--- config.mk ---
export PLATFORM = sky130hd
export DESIGN_NAME = gpc_io_cell
export DESIGN_NICKNAME = d
export VERILOG_FILES = /design/src/hdl/gpc_edge_sync.v /design/src/hdl/gpc_io_cell.v
export VERILOG_INCLUDE_DIRS = /design/src /design/src/hdl
export SDC_FILE = /design/constraint.sdc
export NUM_CORES = 1
export LEC_CHECK = 0
export BUFFER_PORTS_ARGS = -buffer_cell sky130_fd_sc_hd__buf_2
export CAP_MARGIN = 20
export CORE_ASPECT_RATIO = 0.9
export CORE_MARGIN = 3
export CORE_UTILIZATION = 35
export DETAILED_ROUTE_END_ITERATION = 8
export SYNTH_ARGS = -nofsm -noshare
export SYNTH_HDL_FRONTEND = slang
export SYNTH_HIERARCHICAL = 1
export SYNTH_SLANG_ARGS = --single-unit
--- constraint.sdc ---
create_clock -name clk_in -period 1.54 [get_ports clk_in]
set_clock_uncertainty 0.15 [all_clocks]
set_input_delay 0.385 -clock clk_in [delete_from_list [all_inputs] [get_ports clk_in]]
set_output_delay 0.385 -clock clk_in [all_outputs]
set_load 0.01 [all_outputs]
--- src/hdl/gpc_regs.vh ---
`ifndef GPC_REGS_VH
`define GPC_REGS_VH

// ************************************************************
// register offsets
// ************************************************************
`define GPC_ADDR_W          4
`define GPC_OFF_CTRL        4'h0
`define GPC_OFF_ROUTE       4'h4
`define GPC_OFF_STATUS      4'h8

// ************************************************************
// control register fields
// ************************************************************
`define GPC_CTRL_MODE_LSB   0
`define GPC_CTRL_MODE_MSB   1
`define GPC_CTRL_IN_REG     2
`define GPC_CTRL_IN_FALL    3
`define GPC_CTRL_OUT_REG    4
`define GPC_CTRL_OUT_FALL   5
`define GPC_CTRL_OUT_INV    6
`define GPC_CTRL_OE_REG     7
`define GPC_CTRL_OE_FALL    8
`define GPC_CTRL_DUAL_IN    9
`define GPC_CTRL_DUAL_OUT   10
`define GPC_CTRL_PULL_DOWN  11
`define GPC_CTRL_DIFF_PIN   12
`define GPC_CTRL_CFG_DONE   13
`define GPC_CTRL_USED       14
`define GPC_CTRL_W          15
`define GPC_CTRL_RESET      15'h0000

// ************************************************************
// bypass routing field
// ************************************************************
`define GPC_ROUTE_W         2
`define GPC_ROUTE_RESET     2'h0
`define GPC_ROUTE_NONE      2'h0
`define GPC_ROUTE_GLOBAL_CLOCK_NET      2'h1
`define GPC_ROUTE_GLOBAL_CONTROL_NET     2'h2
`define GPC_ROUTE_PLL       2'h3

// ************************************************************
// cell modes
// ************************************************************
`define GPC_MODE_INPUT      2'h0
`define GPC_MODE_OUTPUT     2'h1
`define GPC_MODE_BIDIR      2'h2
`define GPC_MODE_CLKOUT     2'h3

`endif

--- src/hdl/gpc_edge_sync.v ---
`timescale 1ns/1ps

module gpc_edge_sync
(
  // clock and reset
  input  wire clk_in,
  input  wire rst_in,
  // asynchronous level
  input  wire async_in,
  // filtered level and edges
  output reg  level_out,
  output reg  rise_out,
  output reg  fall_out
);

  reg s1_q;
  reg s2_q;
  reg s3_q;

  // ************************************************************
  // three-stage synchroniser, change accepted when stages 2 and 3 agree
  // ************************************************************
  always @(posedge clk_in)
  begin
    if (rst_in)
    begin
      s1_q      <= 1'h0;
      s2_q      <= 1'h0;
      s3_q      <= 1'h0;
      level_out <= 1'h0;
      rise_out  <= 1'h0;
      fall_out  <= 1'h0;
    end
    else
    begin
      s1_q     <= async_in;
      s2_q     <= s1_q;
      s3_q     <= s2_q;
      rise_out <= 1'h0;
      fall_out <= 1'h0;
      if (s2_q == s3_q)
      begin
        level_out <= s3_q;
        rise_out  <= s3_q & ~level_out;
        fall_out  <= ~s3_q & level_out;
      end
    end
  end

endmodule // gpc_edge_sync

--- src/hdl/gpc_io_cell.v ---
// How it works
// - input mode opens only pad-to-core; direct or captured on chosen capture edge
// - bypass input path is never registered by any option
// - dual-edge input on non-differential pads: rising and falling capture registers give two core streams
// - output mode opens only core-to-pad; direct or launched on chosen launch edge
// - option inverts output register value before the pad
// - dual-edge output on non-differential pads: rising and falling launch registers muxed into one stream
// - bidirectional: all paths on; capture clocks input, launch clocks output and enable
// - bidirectional: every register has its own rising or falling edge choice
// - bidirectional: input and output registering chosen independently
// - clock output mode drives core clock tree level onto the pad
// - during configuration ordinary pads hold a weak pull-up
// - during configuration differential pins are tri-stated with no pull
// - unused pads in user mode tri-state with pull-up, or pull-down if chosen on non-differential pads
// - pad data to core, core data and optionally registered drive enable to pad
// - bypass routes to clock, control or pll reference only when input unregistered
`timescale 1ns/1ps
`include "gpc_regs.vh"

module gpc_io_cell
(
  // clock and reset
  input  wire                   clk_in,
  input  wire                   rst_in,
  // register port
  input  wire [`GPC_ADDR_W-1:0] reg_addr_in,
  input  wire [31:0]            reg_wdata_in,
  input  wire                   reg_wr_in,
  input  wire                   reg_rd_in,
  output reg  [31:0]            reg_rdata_out,
  // core side
  input  wire                   capture_clock_in,
  input  wire                   launch_clock_in,
  input  wire                   clock_tree_in,
  input  wire [1:0]             core_out_in,
  input  wire                   core_oe_in,
  output reg  [1:0]             core_in_out,
  // bypass input routing
  output reg                    global_clock_net_out,
  output reg                    global_control_net_out,
  output reg                    pll_reference_input_out,
  // pad
  input  wire                   pad_in,
  output reg                    pad_out,
  output reg                    pad_oe_n_out,
  output reg                    pad_pull_up_out,
  output reg                    pad_pull_down_out
);

  // ************************************************************
  // phase states
  // ************************************************************
  localparam ST_CONFIG = 2'b01;
  localparam ST_USER   = 2'b10;

  reg [`GPC_CTRL_W-1:0]  ctrl_q;
  reg [`GPC_ROUTE_W-1:0] route_q;
  reg [1:0]              state_q;
  reg [1:0]              state_d;

  wire cap_lvl;
  wire cap_rise;
  wire cap_fall;
  wire lch_lvl;
  wire lch_rise;
  wire lch_fall;
  wire pad_lvl;
  wire tree_lvl;

  // ************************************************************
  // configuration fields
  // ************************************************************
  wire [1:0] mode      = ctrl_q[`GPC_CTRL_MODE_MSB:`GPC_CTRL_MODE_LSB];
  wire       in_reg    = ctrl_q[`GPC_CTRL_IN_REG];
  wire       in_fall   = ctrl_q[`GPC_CTRL_IN_FALL];
  wire       out_reg   = ctrl_q[`GPC_CTRL_OUT_REG];
  wire       out_fall  = ctrl_q[`GPC_CTRL_OUT_FALL];
  wire       out_inv   = ctrl_q[`GPC_CTRL_OUT_INV];
  wire       oe_reg    = ctrl_q[`GPC_CTRL_OE_REG];
  wire       oe_fall   = ctrl_q[`GPC_CTRL_OE_FALL];
  wire       diff_pin  = ctrl_q[`GPC_CTRL_DIFF_PIN];
  // differential pins have no dual-edge registers
  wire       dual_in   = ctrl_q[`GPC_CTRL_DUAL_IN] & ~diff_pin;
  wire       dual_out  = ctrl_q[`GPC_CTRL_DUAL_OUT] & ~diff_pin;
  wire       pull_down = ctrl_q[`GPC_CTRL_PULL_DOWN];
  wire       used      = ctrl_q[`GPC_CTRL_USED];
  wire       user_mode = state_q[1];

  wire in_path_on  = (mode == `GPC_MODE_INPUT) || (mode == `GPC_MODE_BIDIR);
  wire out_path_on = (mode == `GPC_MODE_OUTPUT) || (mode == `GPC_MODE_BIDIR);
  wire clk_path_on = (mode == `GPC_MODE_CLKOUT);
  wire active      = user_mode & used;

  // ************************************************************
  // input synchronisers for off-domain levels
  // ************************************************************
  gpc_edge_sync u_cap_sync
  (
    .clk_in    (clk_in),
    .rst_in    (rst_in),
    .async_in  (capture_clock_in),
    .level_out (cap_lvl),
    .rise_out  (cap_rise),
    .fall_out  (cap_fall)
  );

  gpc_edge_sync u_lch_sync
  (
    .clk_in    (clk_in),
    .rst_in    (rst_in),
    .async_in  (launch_clock_in),
    .level_out (lch_lvl),
    .rise_out  (lch_rise),
    .fall_out  (lch_fall)
  );

  gpc_edge_sync u_pad_sync
  (
    .clk_in    (clk_in),
    .rst_in    (rst_in),
    .async_in  (pad_in),
    .level_out (pad_lvl),
    .rise_out  (),
    .fall_out  ()
  );

  gpc_edge_sync u_tree_sync
  (
    .clk_in    (clk_in),
    .rst_in    (rst_in),
    .async_in  (clock_tree_in),
    .level_out (tree_lvl),
    .rise_out  (),
    .fall_out  ()
  );

  // ************************************************************
  // edge selection per register
  // ************************************************************
  wire in_edge  = in_fall ? cap_fall : cap_rise;
  wire out_edge = out_fall ? lch_fall : lch_rise;
  wire oe_edge  = oe_fall ? lch_fall : lch_rise;

  // ************************************************************
  // register port
  // ************************************************************
  always @(posedge clk_in)
  begin
    if (rst_in)
    begin
      ctrl_q  <= `GPC_CTRL_RESET;
      route_q <= `GPC_ROUTE_RESET;
    end
    else if (reg_wr_in)
    begin
      case (reg_addr_in)
        `GPC_OFF_CTRL:  ctrl_q  <= reg_wdata_in[`GPC_CTRL_W-1:0];
        `GPC_OFF_ROUTE: route_q <= reg_wdata_in[`GPC_ROUTE_W-1:0];
        default:        ctrl_q  <= ctrl_q;
      endcase
    end
  end

  always @(posedge clk_in)
  begin
    if (rst_in)
      reg_rdata_out <= 32'h0000_0000;
    else if (reg_rd_in)
    begin
      case (reg_addr_in)
        `GPC_OFF_CTRL:   reg_rdata_out <= {17'h0_0000, ctrl_q};
        `GPC_OFF_ROUTE:  reg_rdata_out <= {30'h0000_0000, route_q};
        `GPC_OFF_STATUS: reg_rdata_out <= {24'h00_0000, user_mode, ~pad_oe_n_out, pad_out,
                                           pad_lvl, core_in_out, lch_lvl, cap_lvl};
        default:         reg_rdata_out <= 32'h0000_0000;
      endcase
    end
    else
      reg_rdata_out <= 32'h0000_0000;
  end

  // ************************************************************
  // configuration and user phases
  // ************************************************************
  always @*
  begin
    state_d = state_q;
    case (state_q)
      ST_CONFIG: if (ctrl_q[`GPC_CTRL_CFG_DONE]) state_d = ST_USER;
      ST_USER:   if (!ctrl_q[`GPC_CTRL_CFG_DONE]) state_d = ST_CONFIG;
      default:   state_d = ST_CONFIG;
    endcase
  end

  always @(posedge clk_in)
  begin
    if (rst_in)
      state_q <= ST_CONFIG;
    else
      state_q <= state_d;
  end

  // ************************************************************
  // input path
  // ************************************************************
  reg in_rise_q;
  reg in_fall_q;
  reg in_sgl_q;

  always @(posedge clk_in)
  begin
    if (rst_in)
    begin
      in_rise_q <= 1'h0;
      in_fall_q <= 1'h0;
      in_sgl_q  <= 1'h0;
    end
    else
    begin
      if (cap_rise)
        in_rise_q <= pad_lvl;
      if (cap_fall)
        in_fall_q <= pad_lvl;
      if (in_edge)
        in_sgl_q <= pad_lvl;
    end
  end

  always @(posedge clk_in)
  begin
    if (rst_in)
      core_in_out <= 2'h0;
    else if (!(active && in_path_on))
      core_in_out <= 2'h0;
    else if (dual_in)
      core_in_out <= {in_fall_q, in_rise_q};
    else if (in_reg)
      core_in_out <= {1'h0, in_sgl_q};
    else
      core_in_out <= {1'h0, pad_lvl};
  end

  // ************************************************************
  // bypass routing, no capture register on this path
  // ************************************************************
  // only the synchroniser stands in front; no option adds a register here
  wire byp_ok = active && in_path_on && !in_reg && !dual_in;

  always @(posedge clk_in)
  begin
    if (rst_in)
    begin
      global_clock_net_out    <= 1'h0;
      global_control_net_out  <= 1'h0;
      pll_reference_input_out <= 1'h0;
    end
    else
    begin
      global_clock_net_out    <= byp_ok && (route_q == `GPC_ROUTE_GLOBAL_CLOCK_NET) && pad_lvl;
      global_control_net_out  <= byp_ok && (route_q == `GPC_ROUTE_GLOBAL_CONTROL_NET) && pad_lvl;
      pll_reference_input_out <= byp_ok && (route_q == `GPC_ROUTE_PLL) && pad_lvl;
    end
  end

  // ************************************************************
  // output and drive-enable registers
  // ************************************************************
  reg out_sgl_q;
  reg out_hi_q;
  reg out_lo_q;
  reg oe_q;

  always @(posedge clk_in)
  begin
    if (rst_in)
    begin
      out_sgl_q <= 1'h0;
      out_hi_q  <= 1'h0;
      out_lo_q  <= 1'h0;
      oe_q      <= 1'h0;
    end
    else
    begin
      if (out_edge)
        out_sgl_q <= core_out_in[0];
      if (lch_rise)
        out_hi_q <= core_out_in[0];
      if (lch_fall)
        out_lo_q <= core_out_in[1];
      if (oe_edge)
        oe_q <= core_oe_in;
    end
  end

  // ************************************************************
  // effective output value and drive enable
  // ************************************************************
  reg out_val;
  reg drive;

  always @*
  begin
    out_val = 1'h0;
    drive   = 1'h0;
    if (active)
    begin
      if (clk_path_on)
      begin
        out_val = tree_lvl;
        drive   = 1'h1;
      end
      else if (out_path_on)
      begin
        if (dual_out)
          out_val = (lch_lvl ? out_hi_q : out_lo_q) ^ out_inv;
        else if (out_reg)
          out_val = out_sgl_q ^ out_inv;
        else
          out_val = core_out_in[0];
        if (mode == `GPC_MODE_BIDIR)
          drive = oe_reg ? oe_q : core_oe_in;
        else
          drive = 1'h1;
      end
    end
  end

  // ************************************************************
  // pad buffer and pulls
  // ************************************************************
  always @(posedge clk_in)
  begin
    if (rst_in)
    begin
      pad_out           <= 1'h0;
      pad_oe_n_out      <= 1'h1;
      pad_pull_up_out   <= 1'h1;
      pad_pull_down_out <= 1'h0;
    end
    else
    begin
      pad_out      <= drive & out_val;
      pad_oe_n_out <= ~drive;
      if (!user_mode)
      begin
        pad_pull_up_out   <= ~diff_pin;
        pad_pull_down_out <= 1'h0;
      end
      else if (!used)
      begin
        // differential pins have no pull-down, keep the pull-up there
        pad_pull_up_out   <= ~pull_down | diff_pin;
        pad_pull_down_out <= pull_down & ~diff_pin;
      end
      else
      begin
        pad_pull_up_out   <= 1'h0;
        pad_pull_down_out <= 1'h0;
      end
    end
  end

endmodule // gpc_io_cell

==> reports/qor.yml, run 1 <==
top_layer_used: "met4"
detail-route-antenna-nets: 0
clk_latency_ns: 0.34
rsz0062_at_grt: "false"
start_util_pct: 36.8
cp_slowest_cell: "dfxtp_1"
clk_pin_slew_worst_paths_ns: 0.08
finalCriticalPeriod_ns: 1.47
power.internal_mw: 2.75
period_share_pct: 95.6
gp_congestion: 0.864
netlist_instances: 272
hold_violations: 0
dr.pass1.iters: 5
seqPwrFrac_pct: 52.2
ys_warn_count: 6
wl_um: 5490
fmax_ghz: 0.679
setup_viol: 0
wl_met3_um: 388
area_growth_pct: 24.2
syn-cell-area_um2: 2660
core_area_um2: 7220
holdWs_ns: 0.101
drive_gt1_share_pct: 27.0
grt_max_degree: 26
worst_setup_path_start_kind: "flip-flop"
rows: 29
cts_resized: 0
detail_route.vias_per_cell: 4.41
vias: 1945
tritoncts: "yes"
cp-end-kind: "flip-flop"
power_mw: 3.53
crit_arrival_ns: 1.55
wl_met1_um: 2560
wire_per_inst_um: 12.4
grt_pass1_wl_um: 8890
die-area_um2: 8680
diodes: 0
status: "finished, final reports clean"
synth.avg_cell_area_um2: 9.78
hold_buffers: 0
vdd_ir_drop_max_mv: 0.393
die_w_um: 97.9
combPwrFrac_pct: 5.0
power_density_nw_per_um2: 1070
crit_path_cell_trace: "inv_1, ha_1, nor2_1, a21oi_1, o21ai_0, a21oi_1"
place_hpwl_um: 4110
r2r_cells: 6
antenna_found_initial: 0
drc: 0
port_buffers: 53
drtIter0Drc: 75
p_leak_nw: 1.40
post-cts-setup-buffer-count: 0
layout_common_cells: "dfxtp_1 (70), buf_2 (53), nand2_1 (38), nor2_1 (25), a21oi_1 (22)"
grt_usage_pct: 13.3
grt_overflow: 0
drv_slew: 0
final_common_cell: "dfxtp_1"
holdPathStages: 2
clock-sinks: 70
critPathMostFrequentCell: "a21oi_1"
die_y_um: 88.7
cts_buffers: 9
fin_nets: 394
cts-root-buf: "clkbuf_8"
clkPwrFrac_pct: 42.7
hp-class: "in2reg"
grt_pass1_vias: 1843
maxCapViolations: 0
crit_fanout: 5
criticalPathCategory: "reg2reg"
power_switching_share_pct: 22.1
htreeDepth: 3
cts_buffer_depth: 2
utilization_pct: 45.8
crit_path_max_incr_delay_ns: 0.44
pin_count: 88
cp.required_ns: 1.62
p_sw_uw: 779
dr_wl_met2_um: 2430
==> flip-flops by register name, summed over array words and instances, names as in the netlist, 2 cells and up <==
register and count:
route_q 2, reg_rdata_out 15, core_in_out 2, ctrl_q 15, state_q 2
==> worst max-delay path: cells and delay by family, from the launching register on <==
kind / cells / cell delay [ns]
flip-flops: 1 / 0.44
AO/OA/AOI/OAI: 3 / 0.34
adder cells (fa/ha/maj): 1 / 0.24
buffers and inverters: 1 / 0.10
AND/OR/NAND/NOR: 1 / 0.10
==> power groups by stage <==
stage               Combinational, mW  Sequential (mW)  Clock [mW]
floorplan                       0.115             1.88           0
global placement                0.175             1.88           0
detailed placement              0.178             1.88           0
CTS                             0.179             1.84        1.56
global route                    0.198             1.84        1.63
finish                          0.178             1.84        1.51
==> through the flow <==
step	setup slack, ns	cell area [µm²]	instances	setup TNS (ns)
after floorplan	-0.0580	2740	288	-0.537
after global placement	-0.180	3100	425	-3.32
after detailed placement	-0.219	3100	425	-3.98
after CTS	0.0854	3300	441	0
after global routing	0.00916	3300	441	0
final	0.0683	3300	441	0
==> worst paths after layout <==
kind / startpoint / end / slack [ns]
min reg2reg: u_lch_sync/s3_q$_SDFF_PP0_ / u_lch_sync/fall_out$_SDFF_PP0_ / 0.28
min: capture_clock_in / u_cap_sync/s1_q$_SDFF_PP0_ / 0.10
max: ctrl_q[0]$_SDFFE_PP0P_ / pad_out$_SDFF_PP0_ / 0.07
max reg2reg: ctrl_q[0]$_SDFFE_PP0P_ / pad_out$_SDFF_PP0_ / 0.07
==> cell type report <==
type,count,area (µm²)
Timing Repair Buffer,69,435
Multi-Input combinational cell,186,1120
Inverter,7,26.3
Sequential cell,70,1400
Clock inverter,5,57.6
Clock buffer,11,151
Fill cell,722,3920
Tap cell,93,116
==> per-layer routing <==
layer | up-vias | GRT usage [%]
met3 | 11 | 4.41
li1 | 1011 | -
met1 | 859 | 16.1
met4 | 0 | 6.42
met5 | - | 0
met2 | 64 | 21.5
No activity file was read; power rests on OpenSTA's default activity.
==> run 2: changes to the inputs <==
==> constraint.sdc (replaced) <==
create_clock -name clk_in -period 1.8 [get_ports clk_in]
set_clock_uncertainty 0.15 [all_clocks]
set_input_delay 0.45 -clock clk_in [delete_from_list [all_inputs] [get_ports clk_in]]
set_output_delay 0.45 -clock clk_in [all_outputs]
set_load 0.01 [all_outputs]
==> run 2 against run 1 <==
Net effect: register-to-register slack improved by 0.30 ns; maximum frequency rose by 2.9%; final cell count fell by 2.7%; clock power fell by 11%; critical path type unchanged.
==> reports/qor.yml, run 2 (synthesis gave the netlist of run 1 again) <==
status: "finished, final reports clean"  # unchanged
hp-class: "in2reg"  # unchanged
criticalPathCategory: "reg2reg"  # unchanged
area_growth_pct: 20.1  # was 24.2%
place_ws_ns: 0.0906  # was -0.219 ns
htreeDepth: 3  # unchanged
combPwrFrac_pct: 4.3  # was 5.0%
cts-root-buf: "clkbuf_8"  # unchanged
fin_nets: 383  # was 394
pin_count: 88  # unchanged
die-area_um2: 8680  # unchanged
drv_slew: 0  # unchanged
power_mw: 3.04  # was 3.53 mW
core_area_um2: 7220  # unchanged
clk_latency_ns: 0.34  # about the same
hold_violations: 0  # unchanged
clk_pin_slew_worst_paths_ns: 0.07  # was 0.08 ns
start_util_pct: 36.8  # unchanged
dr.pass1.iters: 5  # unchanged
clkPwrFrac_pct: 43.9  # was 42.7%
drive_gt1_share_pct: 24.1  # was 27.0%
grt_pass1_vias: 1823  # was 1,843
layout_common_cells: "dfxtp_1 (70), buf_2 (53), nand2_1 (39), nor2_1 (25), a21oi_1 (22)"  # was dfxtp_1 (70), buf_2 (53), nand2_1 (38), nor2_1 (25), a21oi_1 (22)
cp-end-kind: "flip-flop"  # unchanged
power_density_nw_per_um2: 952  # was 1070 nW/µm²
grt_usage_pct: 12.7  # was 13.3%
reg.largest.list: "ctrl_q (15), reg_rdata_out (15)"  # unchanged
power.internal_mw: 2.39  # was 2.75 mW
holdWs_ns: 0.173  # was 0.101 ns
finalCriticalPeriod_ns: 1.43  # was 1.47 ns
fmax_ghz: 0.699  # was 0.679 GHz
detail_route.vias_per_cell: 4.44  # was 4.41
layout_setup_ws_ns: 0.370  # was 0.0683 ns
vdd_ir_drop_max_mv: 0.510  # was 0.393 mV
diodes: 0  # unchanged
port_buffers: 53  # unchanged
die_w_um: 97.9  # unchanged
period_share_pct: 79.4  # was 95.6%
power_switching_share_pct: 21.4  # was 22.1%
wire_per_inst_um: 12.3  # was 12.4 µm
grt_pass1_wl_um: 8580  # was 8890 µm
final_common_cell: "dfxtp_1"  # unchanged
seqPwrFrac_pct: 51.8  # was 52.2%
gp_congestion: 0.741  # was 0.864
clock-sinks: 70  # unchanged
crit_arrival_ns: 1.51  # was 1.55 ns
crit_path_max_incr_delay_ns: 0.41  # was 0.44 ns
crit_fanout: 5  # unchanged
die_y_um: 88.7  # unchanged
utilization_pct: 44.3  # was 45.8%
wl_um: 5270  # was 5490 µm
worst_setup_path_start_kind: "flip-flop"  # unchanged
cts_resized: 0  # unchanged
cp_slowest_cell: "dfxtp_1"  # unchanged
rows: 29  # unchanged
drc: 0  # unchanged
rsz0062_at_grt: "false"  # unchanged
grt_overflow: 0  # unchanged
maxCapViolations: 0  # unchanged
detail-route-antenna-nets: 0  # unchanged
cp.required_ns: 1.88  # was 1.62 ns
tritoncts: "yes"  # unchanged
antenna_found_initial: 0  # unchanged
fin_tns_setup_ns: 0  # unchanged
p_sw_uw: 652  # was 779 µW
cts_buffer_depth: 2  # unchanged
grt_max_degree: 34  # was 26
drtIter0Drc: 115  # was 75
setup_viol: 0  # unchanged
crit_path_cell_trace: "inv_1, ha_1, o21a_1, and4_1"  # was inv_1, ha_1, nor2_1, a21oi_1, o21ai_0, a21oi_1
post-cts-setup-buffer-count: 0  # unchanged
vias: 1905  # was 1,945
p_leak_nw: 1.33  # was 1.40 nW
place_hpwl_um: 3900  # was 4110 µm
hold_buffers: 0  # unchanged
cts_buffers: 9  # unchanged
run 2: changes by cell type in the layout (fill, tap and decap cells not counted), sizes merged:
cell      previous run  this run
buf                 69        58
bufinv               1         2
clkinvlp             0         1
inv                  7         8
clkbuf              11         9
clkinv               4         2
run 2: layout make-up:
type,count,area (µm²)
fillers,706,4030
flip-flops and latches,70,1400
multi-input cells,186,1110
repair buffers,58,328
clock buffers,9,124
well taps,93,116
clock inverters,6,86.3
inverters,7,26.3
run 2: through the flow:
| step | instance area [µm²] | std cells |
|---|---|---|
| global route | 3200 | 429 |
| detailed placement | 2990 | 414 |
| global placement | 2990 | 414 |
| finish | 3200 | 429 |
| CTS | 3200 | 429 |
| floorplan | 2720 | 288 |
run 2: final timing paths:
kind | from | end | slack (ns) | cells past startpoint
min | pad_in | u_pad_sync/s1_q$_SDFF_PP0_ | 0.17 | 2
max reg2reg | ctrl_q[0]$_SDFFE_PP0P_ | core_in_out[1]$_SDFF_PP0_ | 0.37 | 4
max | ctrl_q[0]$_SDFFE_PP0P_ | core_in_out[1]$_SDFF_PP0_ | 0.37 | 4
min reg2reg | u_pad_sync/s1_q$_SDFF_PP0_ | u_pad_sync/s2_q$_SDFF_PP0_ | 0.29 | 1
run 2: critical path: cells and delay by family, from the launching register on:
family	cells	cell delay, ns
buffers and inverters	1	0.09
AO/OA/AOI/OAI	1	0.23
flip-flops	1	0.41
adder cells (fa/ha/maj)	1	0.23
AND/OR/NAND/NOR	1	0.21
run 2: per-layer routing:
| metal | wire length (µm) | GRT usage, % | share of wire (%) |
|---|---|---|---|
| met1 | 2390 | 15.5 | 45 |
| met3 | 394 | 5.44 | 7.5 |
| met2 | 2430 | 20.5 | 46 |
| met5 | 0 | 0 | 0 |
| met4 | 59 | 4.15 | 1.1 |
run 2: power groups by stage:
stage | registers, mW | logic, mW | clock network (mW)
after floorplan | 1.61 | 0.0936 | 0
after global placement | 1.61 | 0.130 | 0
after detailed placement | 1.61 | 0.131 | 0
after CTS | 1.58 | 0.131 | 1.36
after global routing | 1.58 | 0.147 | 1.44
final | 1.58 | 0.131 | 1.34
==> run 3: changes to the inputs <==
==> constraint.sdc (replaced) <==
create_clock -name clk_in -period 1.45 [get_ports clk_in]
set_clock_uncertainty 0.15 [all_clocks]
set_input_delay 0.3625 -clock clk_in [delete_from_list [all_inputs] [get_ports clk_in]]
set_output_delay 0.3625 -clock clk_in [all_outputs]
set_load 0.01 [all_outputs]
==> run 3 against run 2 <==
Net effect: global-route usage rose by 0.61 points; final area rose by 2.9%; critical path depth rose by 2; clock power rose by 12%; core utilization rose by 1.3 points; hold slack got worse by 0.088 ns; power rose by 19%; count of clock-buffer cells in the layout rose by 2; register-to-register slack got worse by 0.29 ns; maximum frequency rose by 4.4%; die area did not move; sequential power rose by 24%; critical endpoint is now pad_out$_SDFF_PP0_.
==> reports/qor.yml, run 3 (synthesis gave the netlist of run 1 again) <==
die_y_um: 88.7  # unchanged
die_w_um: 97.9  # unchanged
use_met1_pct: 17.0  # was 15.5%
worst_setup_path_start_kind: "flip-flop"  # unchanged
area_growth_pct: 23.6  # was 20.1%
cts-root-buf: "clkbuf_8"  # unchanged
detail-route-antenna-nets: 0  # unchanged
r2r_cells: 6  # was 4
drv_slew: 0  # unchanged
core_area_um2: 7220  # unchanged
fmax_ghz: 0.730  # was 0.699 GHz
grt_max_degree: 20  # was 34
port_buffers: 53  # unchanged
num-fill-cells: 716  # was 706
htreeDepth: 3  # unchanged
startpoint: "ctrl_q[0]$_SDFFE_PP0P_"  # unchanged
place_hpwl_um: 4160  # was 3900 µm
r2r-end: "pad_out$_SDFF_PP0_"  # was core_in_out[1]$_SDFF_PP0_
finalCriticalPeriod_ns: 1.37  # was 1.43 ns
diodes: 0  # unchanged
gp_congestion: 0.881  # was 0.741
cts_buffer_depth: 2  # unchanged
crit_fanout: 5  # unchanged
drc: 0  # unchanged
rsz0062_at_grt: "false"  # unchanged
utilization_pct: 45.5  # was 44.3%
period_share_pct: 94.4  # was 79.4%
grt_overflow: 0  # unchanged
clk_pin_slew_worst_paths_ns: 0.07  # about the same
wl_um: 5340  # was 5270 µm
status: "finished, final reports clean"  # unchanged
vdd_ir_drop_max_mv: 0.466  # was 0.510 mV
clk_latency_ns: 0.33  # was 0.34 ns
multi_input_area_um2: 1120  # was 1110 µm²
place_ws_ns: -0.228  # was 0.0906 ns
layout_common_cells: "dfxtp_1 (68), buf_2 (53), nand2_1 (38), nor2_1 (25), a21oi_1 (21)"  # was dfxtp_1 (70), buf_2 (53), nand2_1 (39), nor2_1 (25), a21oi_1 (22)
start_util_pct: 36.8  # unchanged
dr.pass1.iters: 4  # was 5
r2r-start: "ctrl_q[0]$_SDFFE_PP0P_"  # unchanged
hold_buffers: 0  # unchanged
grt_usage_pct: 13.3  # was 12.7%
wire_per_inst_um: 12.1  # was 12.3 µm
hold_start: "capture_clock_in"  # was pad_in
fin_tns_setup_ns: 0  # unchanged
grt_use_met2_pct: 20.4  # was 20.5%
grt_pass1_vias: 1868  # was 1,823
reg2reg_slack_ns: 0.08  # was 0.37 ns
final_common_cell: "dfxtp_1"  # unchanged
holdPathStages: 2  # unchanged
pin_count: 88  # unchanged
cts_buffers: 9  # unchanged
power_density_nw_per_um2: 1100  # was 952 nW/µm²
tritoncts: "yes"  # unchanged
grtUsageMet3_pct: 3.94  # was 5.44%
reg.largest.list: "ctrl_q (15), reg_rdata_out (15)"  # unchanged
criticalPathCategory: "reg2reg"  # unchanged
hold_violations: 0  # unchanged
post-cts-setup-buffer-count: 0  # unchanged
layout_setup_ws_ns: 0.0805  # was 0.370 ns
clock-sinks: 70  # unchanged
p_leak_nw: 1.40  # was 1.33 nW
cp.required_ns: 1.52  # was 1.88 ns
hp-class: "in2reg"  # unchanged
drtIter0Drc: 69  # was 115
rows: 29  # unchanged
maxCapViolations: 0  # unchanged
min_to: "u_cap_sync/s1_q$_SDFF_PP0_"  # was u_pad_sync/s1_q$_SDFF_PP0_
die-area_um2: 8680  # unchanged
vias: 1953  # was 1,905
antenna_found_initial: 0  # unchanged
regArea_um2: 1400  # about the same
fin_nets: 397  # was 383
cp-end-kind: "flip-flop"  # unchanged
drive_gt1_share_pct: 28.0  # was 24.1%
grt_pass1_wl_um: 8940  # was 8580 µm
crit_arrival_ns: 1.44  # was 1.51 ns
top_usage_layer: "met2"  # unchanged
setup_viol: 0  # unchanged
detail_route.vias_per_cell: 4.41  # was 4.44
[run 3: worst max path at each step]
stage                                    to  slack (ns)  cells after the start
2_1_floorplan        ctrl_q[0]$_SDFFE_PP0P_       -0.12                      7
3_3_place_gp   reg_rdata_out[12]$_SDFF_PP0_       -0.24                      5
3_5_place_dp   reg_rdata_out[10]$_SDFF_PP0_       -0.23                      5
4_1_cts                  pad_out$_SDFF_PP0_        0.03                      6
5_1_grt                  pad_out$_SDFF_PP0_        0.02                      6
6_report                 pad_out$_SDFF_PP0_        0.08                      6
[run 3: stage by stage]
step | power, mW | hold slack [ns] | std cells | instance area (µm²)
global placement | 2.18 | 0.267 | 428 | 3090
finish | 3.63 | 0.0848 | 443 | 3290
global route | 3.79 | 0.0707 | 443 | 3290
floorplan | 2.12 | 0.255 | 288 | 2740
detailed placement | 2.18 | 0.270 | 428 | 3090
CTS | 3.68 | 0.0673 | 443 | 3280
[run 3: what timing repair did]
item	in CTS	in global routing
endpoints found under the hold margin	0	0
endpoints found under the setup margin	0	2
gates resized for setup	0	3
[run 3: layout make-up]
class / instances / area share [%]
flip-flops and latches: 70 / 42.7
multi-input cells: 186 / 34.1
repair buffers: 72 / 13.2
clock buffers: 11 / 4.30
well taps: 93 / 3.54
clock inverters: 4 / 1.45
inverters: 7 / 0.799
[run 3: where the power goes]
part,internal [mW],switching (mW),total [mW]
registers,1.94,0.0128,1.96
logic,0.0817,0.100,0.182
clock network,0.826,0.669,1.50
[run 3: worst max-delay path, stage by stage (launching register included)]
cell and delay (ns):
dfxtp_2 0.37, inv_1 0.07, ha_1 0.22, nor2_1 0.10, a21oi_1 0.05, o21ai_0 0.23
a21oi_1 0.07
[run 3: routing by layer]
layer / wire, µm / share of wire (%)
met1: 2550 / 48
met2: 2350 / 44
met3: 342 / 6.4
met4: 99 / 1.9
met5: 0 / 0
